`config.mk`:
```
export PLATFORM = sky130hd
export DESIGN_NAME = dqpc_top
export DESIGN_NICKNAME = d
export VERILOG_FILES = /design/src/verilog/dqpc_pkg.sv /design/src/verilog/dqpc_top.sv
export SDC_FILE = /design/constraint.sdc
export NUM_CORES = 1
export LEC_CHECK = 0
export BUFFER_PORTS_ARGS = -buffer_cell sky130_fd_sc_hd__buf_2
export CAP_MARGIN = 15
export CELL_PAD_IN_SITES_DETAIL_PLACEMENT = 1
export CELL_PAD_IN_SITES_GLOBAL_PLACEMENT = 1
export CORE_ASPECT_RATIO = 0.7
export CORE_MARGIN = 3
export CORE_UTILIZATION = 35
export CTS_CLUSTER_DIAMETER = 120
export DETAILED_ROUTE_END_ITERATION = 10
export PLACE_DENSITY_LB_ADDON = 0.1
export SYNTH_ARGS = -nofsm -noshare
export SYNTH_HDL_FRONTEND = slang
export SYNTH_SLANG_ARGS = --single-unit
```
`constraint.sdc`:
```
create_clock -name clock -period 17.3 [get_ports clock]
set_input_delay 1.73 -clock clock [delete_from_list [all_inputs] [get_ports clock]]
set_output_delay 1.73 -clock clock [all_outputs]
set_load 0.01 [all_outputs]
```
`src/verilog/dqpc_pkg.sv`:
```
package dqpc_pkg;

   // Width of each ring count and of each set-point.
   localparam int CountWidth = 24;
   // Highest count before the ring wraps to zero.
   localparam logic [23:0] CountMax = 24'hFF_FFFF;

   // Register byte offsets; channel two sits ChanStride above channel one.
   localparam logic [7:0] OffsCount   = 8'h00;
   localparam logic [7:0] OffsSetOne  = 8'h04;
   localparam logic [7:0] OffsSetTwo  = 8'h08;
   localparam logic [7:0] OffsMode    = 8'h0C;
   localparam logic [7:0] ChanStride  = 8'h10;
   localparam logic [7:0] OffsIrqStat = 8'h20;
   localparam logic [7:0] OffsIrqMask = 8'h24;

   // Mode register field positions.
   localparam int ModeLsb      = 0;
   localparam int ModeMsb      = 2;
   localparam int SwapBit      = 4;
   localparam int PrecisionBit = 5;

   // Reset values.
   localparam logic [23:0] CountReset = 24'h00_0000;
   localparam logic [23:0] SetReset   = 24'h00_0000;

   // Interrupt status bits per channel: wrap, above rise, below rise.
   localparam int IrqPerChan = 3;

   // Internal timer tick period in cycles (1 kHz at 20 MHz by default).
   localparam int ClockHz = 20_000_000;
   localparam int TickHz  = 1_000;
   localparam int TickCycles = ClockHz / TickHz;

   // Seven operating modes; universal and speed only count phase A edges up.
   typedef enum logic [2:0] {
      ModeQuad,
      ModeUpDown,
      ModeAutoReset,
      ModeUniversal,
      ModeSpeed,
      ModeIntervalTimer,
      ModeGateTimer
   } dqpc_mode_t;

endpackage : dqpc_pkg

```
`src/verilog/dqpc_top.sv`:
```
// Contract
// - Two channels, each counts to 100 kpps
// - Seven modes, chosen per channel
// - Modes one-five external, six-seven timer
// - A leading counts up, B leading down
// - Ring count wraps max to zero
// - Decrement at zero wraps to max
// - Two host set-points compared per channel
// - Above output when count exceeds first
// - Below output when count under second
// - Each channel drives its own pair
// - Host reads and writes count, set-points
// - Per-channel phase swap, default unswapped
// - Precision counts both edges, normal one
//
// The APB slave port and the register addresses are this design's own decisions.
`timescale 1ns/1ps
`default_nettype none

module dqpc_top #(
   parameter int TickCycles = dqpc_pkg::TickCycles
) (
   input  wire logic        clock,
   input  wire logic        rst,
   input  wire logic        psel,
   input  wire logic        penable,
   input  wire logic        pwrite,
   input  wire logic [7:0]  paddr,
   input  wire logic [31:0] pwdata,
   output logic      [31:0] prdata,
   output logic             pready,
   output logic             pslverr,
   input  wire logic [1:0]  phaseA,
   input  wire logic [1:0]  phaseB,
   input  wire logic [1:0]  gateIn,
   output logic      [1:0]  aboveCompareOutput,
   output logic      [1:0]  belowCompareOutput,
   output logic             irq
);

   ////////////////////////////////////////////////////////////////////////
   // Bus decode.
   ////////////////////////////////////////////////////////////////////////

   // One-cycle access: the slave answers in the first access cycle.
   // No wait states are ever inserted, so transfers take two cycles.
   assign pready = 1'b1;

   // A write or read is taken in the access phase.
   logic busWrite;
   logic busRead;
   assign busWrite = psel & penable & pwrite;
   assign busRead  = psel & penable & ~pwrite;

   // Unmapped offsets raise an error in the access phase.
   // Mapped words are the ten aligned offsets below the first gap.
   logic mapped;
   assign mapped = (paddr < 8'h28) && (paddr[1:0] == 2'b00);
   assign pslverr = psel & penable & ~mapped;

   // Shared timer tick for the timer modes.
   // The divider is 32 bits wide so any sensible tick period fits.
   logic [31:0] tickCnt_q;
   logic        tick;
   assign tick = (tickCnt_q == 32'(TickCycles - 1));

   // Free-running tick divider.
   always_ff @(posedge clock or posedge rst) begin
      if (rst) begin
         tickCnt_q <= 32'h0000_0000;
      end else if (tick) begin
         tickCnt_q <= 32'h0000_0000;
      end else begin
         tickCnt_q <= tickCnt_q + 32'h0000_0001;
      end
   end

   ////////////////////////////////////////////////////////////////////////
   // Per-channel counters.
   ////////////////////////////////////////////////////////////////////////

   // Status bits contributed by each channel.
   localparam int IrqPerChanW = dqpc_pkg::IrqPerChan;

   // Per-channel state visible to the register read mux.
   // Held count of each channel.
   logic [23:0] count    [2];
   // First set-point of each channel.
   logic [23:0] setOne   [2];
   // Second set-point of each channel.
   logic [23:0] setTwo   [2];
   // Six-bit mode field of each channel.
   logic [5:0]  modeReg  [2];
   // Event pulses of each channel.
   logic [IrqPerChanW-1:0] chanEvt [2];

   for (genvar ch = 0; ch < 2; ch++) begin : gChan
      // Channel register base offset; channel two sits one stride up.
      // The product is kept to the address width on purpose.
      localparam logic [7:0] Base = 8'(ch) * dqpc_pkg::ChanStride;

      // Held count, set-points and mode.
      logic [23:0] count_q;
      logic [23:0] count_d;
      logic [23:0] setOne_q;
      logic [23:0] setTwo_q;
      logic [5:0]  mode_q;
      // Previous input levels for edge detection.
      logic        a_q;
      logic        b_q;
      logic        g_q;
      // Comparison outputs from flip-flops.
      logic        above_q;
      logic        below_q;
      // Step request and wrap flag.
      logic        up;
      logic        down;
      logic        wrap;
      // Phases after the optional swap.
      logic        a;
      logic        b;
      // Edge pulses of the swapped phases.
      logic        aRise;
      logic        aFall;
      logic        bRise;
      logic        bFall;
      // Precision setting and preset strobe.
      logic        precise;
      logic        presetWr;
      // Decoded operating mode.
      dqpc_pkg::dqpc_mode_t mode;

      assign mode    = dqpc_pkg::dqpc_mode_t'(
                          mode_q[dqpc_pkg::ModeMsb:dqpc_pkg::ModeLsb]);
      assign precise = mode_q[dqpc_pkg::PrecisionBit];
      assign a = mode_q[dqpc_pkg::SwapBit] ? phaseB[ch] : phaseA[ch];
      assign b = mode_q[dqpc_pkg::SwapBit] ? phaseA[ch] : phaseB[ch];
      assign aRise = a & ~a_q;
      assign aFall = ~a & a_q;
      assign bRise = b & ~b_q;
      assign bFall = ~b & b_q;
      assign presetWr = busWrite && (paddr == Base + dqpc_pkg::OffsCount);

      // Step decode per mode; quadrature decodes direction from phases.
      always_comb begin
         up   = 1'b0;
         down = 1'b0;
         case (mode)
            dqpc_pkg::ModeQuad: begin
               if (aRise) begin
                  up   = ~b;
                  down = b & precise;
               end else if (aFall & precise) begin
                  up   = b;
                  down = ~b;
               end else if (bRise & precise) begin
                  up   = a;
                  down = ~a;
               end else if (bFall & precise) begin
                  up   = ~a;
                  down = a;
               end else if (aFall) begin
                  // Normal setting: phase A falling with B low counts down.
                  down = ~b;
               end
            end
            dqpc_pkg::ModeUpDown: begin
               up   = aRise | (precise & aFall);
               down = bRise | (precise & bFall);
            end
            dqpc_pkg::ModeAutoReset,
            dqpc_pkg::ModeUniversal,
            dqpc_pkg::ModeSpeed: begin
               up = aRise | (precise & aFall);
            end
            // Timer modes count the shared tick instead of the phases.
            dqpc_pkg::ModeIntervalTimer: begin
               up = tick;
            end
            dqpc_pkg::ModeGateTimer: begin
               up = tick & gateIn[ch];
            end
            default: begin
               up = 1'b0;
            end
         endcase
      end

      // Next count: preset wins, then wrapping step.
      always_comb begin
         count_d = count_q;
         wrap    = 1'b0;
         if (presetWr) begin
            count_d = pwdata[23:0];
         end else if (up & ~down) begin
            wrap    = (count_q == dqpc_pkg::CountMax);
            count_d = count_q + 24'h00_0001;
            // Auto-reset folds the count to zero on reaching set-point one.
            if (mode == dqpc_pkg::ModeAutoReset &&
                count_q + 24'h00_0001 == setOne_q) begin
               count_d = dqpc_pkg::CountReset;
            end
         end else if (down & ~up) begin
            wrap    = (count_q == 24'h00_0000);
            count_d = count_q - 24'h00_0001;
         end else if (mode == dqpc_pkg::ModeGateTimer &&
                      gateIn[ch] & ~g_q) begin
            // A rising gate restarts the timer count in a cycle with no preset and no tick.
            count_d = dqpc_pkg::CountReset;
         end
      end

      // Count, edge history and comparison outputs.
      always_ff @(posedge clock or posedge rst) begin
         if (rst) begin
            count_q <= dqpc_pkg::CountReset;
            a_q     <= 1'b0;
            b_q     <= 1'b0;
            g_q     <= 1'b0;
            above_q <= 1'b0;
            below_q <= 1'b0;
         end else begin
            count_q <= count_d;
            a_q     <= a;
            b_q     <= b;
            g_q     <= gateIn[ch];
            above_q <= (count_d > setOne_q);
            below_q <= (count_d < setTwo_q);
         end
      end

      // Host-written set-points and mode.
      always_ff @(posedge clock or posedge rst) begin
         if (rst) begin
            setOne_q <= dqpc_pkg::SetReset;
            setTwo_q <= dqpc_pkg::SetReset;
            mode_q   <= 6'h00;
         end else if (busWrite) begin
            // host access
            // Writes outside this channel's window leave it unchanged.
            if (paddr == Base + dqpc_pkg::OffsSetOne) begin
               setOne_q <= pwdata[23:0];
            end
            if (paddr == Base + dqpc_pkg::OffsSetTwo) begin
               setTwo_q <= pwdata[23:0];
            end
            if (paddr == Base + dqpc_pkg::OffsMode) begin
               mode_q <= pwdata[5:0];
            end
         end
      end

      // Drive this channel's own comparison pair and the mux views.
      assign aboveCompareOutput[ch] = above_q;
      assign belowCompareOutput[ch] = below_q;
      assign count[ch]   = count_q;
      assign setOne[ch]  = setOne_q;
      assign setTwo[ch]  = setTwo_q;
      assign modeReg[ch] = mode_q;
      // Events: below rising, above rising and wrap, from the next count.
      assign chanEvt[ch] = {(count_d < setTwo_q) & ~below_q,
                            (count_d > setOne_q) & ~above_q,
                            wrap};
   end

   ////////////////////////////////////////////////////////////////////////
   // Interrupts.
   ////////////////////////////////////////////////////////////////////////

   // Sticky status, cleared by a read; a new event wins over the clear.
   logic [5:0] irqStat_q;
   logic [5:0] irqMask_q;
   logic [5:0] events;
   logic       statRead;
   // Channel one owns the low three bits, channel two the high three.
   assign events   = {chanEvt[1], chanEvt[0]};
   // A status read in the access phase clears what it returns and any bit set at the setup edge.
   assign statRead = busRead && (paddr == dqpc_pkg::OffsIrqStat);

   // Status register update.
   always_ff @(posedge clock or posedge rst) begin
      if (rst) begin
         irqStat_q <= 6'h00;
      end else if (statRead) begin
         irqStat_q <= events;
      end else begin
         irqStat_q <= irqStat_q | events;
      end
   end

   // Mask register.
   always_ff @(posedge clock or posedge rst) begin
      if (rst) begin
         irqMask_q <= 6'h00;
      end else if (busWrite && paddr == dqpc_pkg::OffsIrqMask) begin
         irqMask_q <= pwdata[5:0];
      end
   end

   // Level interrupt, high while any unmasked status bit is set.
   assign irq = |(irqStat_q & irqMask_q);

   ////////////////////////////////////////////////////////////////////////
   // Read data.
   ////////////////////////////////////////////////////////////////////////

   // Read mux, registered at the setup cycle so data is valid in access.
   always_ff @(posedge clock or posedge rst) begin
      if (rst) begin
         prdata <= 32'h0000_0000;
      end else if (psel & ~penable & ~pwrite) begin
         case (paddr)
            dqpc_pkg::OffsCount:   prdata <= {8'h00, count[0]};
            dqpc_pkg::OffsSetOne:  prdata <= {8'h00, setOne[0]};
            dqpc_pkg::OffsSetTwo:  prdata <= {8'h00, setTwo[0]};
            dqpc_pkg::OffsMode:    prdata <= {26'h0, modeReg[0]};
            // Channel two sits one stride above channel one.
            dqpc_pkg::ChanStride + dqpc_pkg::OffsCount:
               prdata <= {8'h00, count[1]};
            dqpc_pkg::ChanStride + dqpc_pkg::OffsSetOne:
               prdata <= {8'h00, setOne[1]};
            dqpc_pkg::ChanStride + dqpc_pkg::OffsSetTwo:
               prdata <= {8'h00, setTwo[1]};
            dqpc_pkg::ChanStride + dqpc_pkg::OffsMode:
               prdata <= {26'h0, modeReg[1]};
            dqpc_pkg::OffsIrqStat: prdata <= {26'h0, irqStat_q};
            dqpc_pkg::OffsIrqMask: prdata <= {26'h0, irqMask_q};
            default:               prdata <= 32'h0000_0000;
         endcase
      end
   end

endmodule : dqpc_top

`default_nettype wire

```
==> metrics.yaml <==
setup_path:
  required_ns: 17.71
  r2r_slack_ns: 10.86
  critPathMostFrequentCell: "o21ai_0"
  crit_path_end_kind: "flip-flop"
  crit_fanout: 9
  reg2reg_depth: 18
  slowest_delay_ns: 0.81
  arrival_ns: 7.44
  r2r-end: "irqStat_q[2]"
  worstReg2RegStart: "gChan[0].count_q[2]"
  critical_path_class: "input pin to flip-flop"
  crit_path_start_kind: "input pin"
  cp_cell_sequence: "buf_2, and3b_1, o21ai_0, nor4_2, nor3_1, nand4_1, o311ai_0, o41ai_1, a221oi_1, nor2_1, ha_1, a21oi_1, nor2b_1, o21ai_0, nand2b_1, a21oi_1, o221a_2, o21ai_0, a221oi_1, o31ai_1"
  worst_path_max_delay_cell: "nor3_1"
yosys:
  synth_edf_count: 0
  synth_area_mm2: 0.01701
  yosysTopAreaCellShare_pct: 34.42
  ys_types: 85
  synth_top_cell_by_area: "dfrtp_1"
  synth_flop_cell: "dfrtp_1"
  yosys_warnings: 0
  syn_avg_cell_area_um2: 8.770
  synth_seq_cells: 234
  ys_async_sr_fraction_pct: 100.0
  synthCells: 1940
  yosysSeqAreaShare_pct: 34.42
  synthTopCellsByArea: "dfrtp_1 34%, ha_1 7.4%, mux2_2 4.8%"
cells_and_area:
  layout.nets: 2081
  utilization_pct: 39.58
  final_cell_count_no_fill: 2596
  fillers: 5552
  syn2layout_area_growth_pct: 9.891
  drive_above_1_share_pct: 12.88
clock_network:
  cts_sinks: 234
  cts_tree: "done"
  htreeDepth: 1
  hold_buffers: 0
  cts_buffers: 28
  cts-root-buf: "clkbuf_16"
  cts_buffer_depth: 3
  worstSkewPairLatency_ns: 0.56
  post_cts_resized: 0
  cts_setup_buffers: 0
  path_clk_slew_ns: 0.06
grt:
  grt_max_degree: 105
  antenna_found_initial: 3
  grt_pass1_wl_um: 99050
  grt-ovfl-total: 0
  grt_pass1_vias: 15333
  grtUsageTotal_pct: 25.01
outcome:
  status: "finished clean"
sta:
  tightest_slew_ns: 1.183
  hold_viol: 0
  fmaxAchievable_mhz: 142.3
  setup_viol: 0
  rsz0062_at_grt: "no"
  tns_ns: 0
  clock_skew_ns: 0.01422
  finalWorstSetupSlack_ns: 10.27
  drv_slew: 0
  timing.final.crit_share_pct: 40.62
  maxSlewHeadroom_pct: 20.53
  timing.hold.ws_ns: 0.4592
  min_period_ns: 7.027
power_and_ir_drop:
  power.leakage_nw: 8.414
  p_per_area_mw_per_mm2: 111.4
  ir_drop_mv: 0.07110
detailed_routing:
  drtIter0Drc: 1152
  vias_per_cell: 5.901
  vias: 15318
  drtAntennaViolNets: 0
  drcViolationCount: 0
  wl_per_cell_um: 25.07
  wl_um: 65090
  dr.pass1.iters: 5
floorplanning:
  die_area_mm2: 0.05133
  die_w_um: 269.5
  coreArea_mm2: 0.04724
  initial_utilization_pct: 36.02
  die_h_um: 190.5
  io_pins: 90
  num_rows: 66
place:
  dpl.cell_count: 2545
  place_hpwl_um: 50170
  post-place-ws_ns: 9.588
  gp_congestion: 0.8616
  io_buffer_count: 72
worst_hold_path:
  hold_end: "irqStat_q[4]"
  hold-path-cell-count: 1
  min_from: "gChan[1].above_q"
  min_path_type: "flip-flop to flip-flop"
job:
  maxCapViolCount: 0
-- stage by stage --
stage                     cell area (um2)  power, mW
after floorplan                     17040      1.219
after CTS                           18690      2.092
after global placement              17760      1.447
after global routing                18700      2.212
after detailed placement            17760      1.470
final                               18700      2.083
-- metal layers --
metal	vias up	routed length [um]	GRT usage [%]
li1	7039	-	-
met4	0	1111	4.773
met5	-	0	0
met1	7856	33300	38.79
met3	58	3859	4.138
met2	365	26820	36.35
-- cells in the mapped netlist, types with 7 or more instances --
library cell  count
inv_1           122
nor2b_1          18
o311ai_0         10
o31ai_1          12
a211oi_1         12
mux2i_1          28
nor4_1           47
dfrtp_1         234
buf_2            19
xnor3_1          10
o21ai_0         123
and2_1            7
nand2_1         206
or3_1            14
a21o_1           27
a31oi_1          24
clkbuf_1         94
buf_4            17
a22oi_1          44
o22a_1            8
and4_1           12
xor2_1           41
nor3_1           51
and3_1           23
a221oi_1         36
or2_2             8
o211ai_1         15
nand4_1          49
ha_1            101
or4_1             8
o21a_1           10
nand3_1          56
mux2_2           72
a21oi_1          54
nand2b_1         15
xnor2_1          53
nor2_1          131
-- sequential cells by signal (all words and copies together) (netlist names) --
name / count
prdata: 24
gChan.a_q: 2
tickCnt_q: 32
gChan.above_q: 2
gChan.setOne_q: 48
irqMask_q: 6
gChan.g_q: 2
irqStat_q: 6
gChan.setTwo_q: 48
gChan.mode_q: 12
gChan.b_q: 2
gChan.count_q: 48
gChan.below_q: 2
-- layout make-up --
type	instances	area (um2)	area share, %
clock inverters	8	100.1	0.5354
clock buffers	42	834.6	4.464
diodes	1	2.502	0.01338
well taps	646	808.3	4.323
multi-input cells	1449	10100	54.05
flip-flops and latches	234	5856	31.32
inverters	122	465.4	2.489
repair buffers	94	525.5	2.811
-- power by group --
| group | switching, mW | internal (mW) | total, mW |
|---|---|---|---|
| Sequential | 0.176 | 0.594 | 0.769 |
| Clock | 0.249 | 0.361 | 0.610 |
| Combinational | 0.410 | 0.293 | 0.703 |
-- critical path: cells and delay by family --
family	cells	cell delay, ns
compound gates	11	3.20
fa+ha+maj	1	0.32
buf+inv	1	0.13
simple gates	7	2.07
-- worst max-delay path by stage --
stage              start            to  slack [ns]  cells after the start
2_1_floorplan        rst  gChan[0].a_q        9.15                      1
3_3_place_gp   gateIn[1]  irqStat_q[4]        9.63                     20
3_5_place_dp   gateIn[1]  irqStat_q[4]        9.59                     20
4_1_cts        gateIn[1]  irqStat_q[4]       10.18                     20
5_1_grt        gateIn[1]  irqStat_q[4]        9.77                     20
6_report       gateIn[1]  irqStat_q[4]       10.27                     20
-- placed cells by master (no fill, tap or decap), types with 27 or more instances in the layout --
cell type  netlist  routed
o21ai_0        123     123
a221oi_1        36      36
inv_1          122     121
nor3_1          51      48
dfrtp_1        234     234
a21o_1          27      27
a21oi_1         54      54
ha_1           101     101
xnor2_1         53      53
nand2_1        206     206
xor2_1          41      41
a22oi_1         44      44
nand4_1         49      49
buf_2           19      72
nor2_1         131     130
mux2_2          72      72
nand3_1         56      56
clkbuf_16        0      29
nor4_1          47      44
mux2i_1         28      28
-- cell families after synthesis --
logic type | synth area share, %
adder cells (fa/ha/maj) | 7.428
AO/OA/AOI/OAI | 17.94
flip-flops | 34.42
XOR/XNOR | 6.163
multiplexers | 6.942
other | 0.04414
buffers and inverters | 6.604
AND/OR/NAND/NOR | 20.47
No activity file was read; power rests on OpenSTA's default activity.
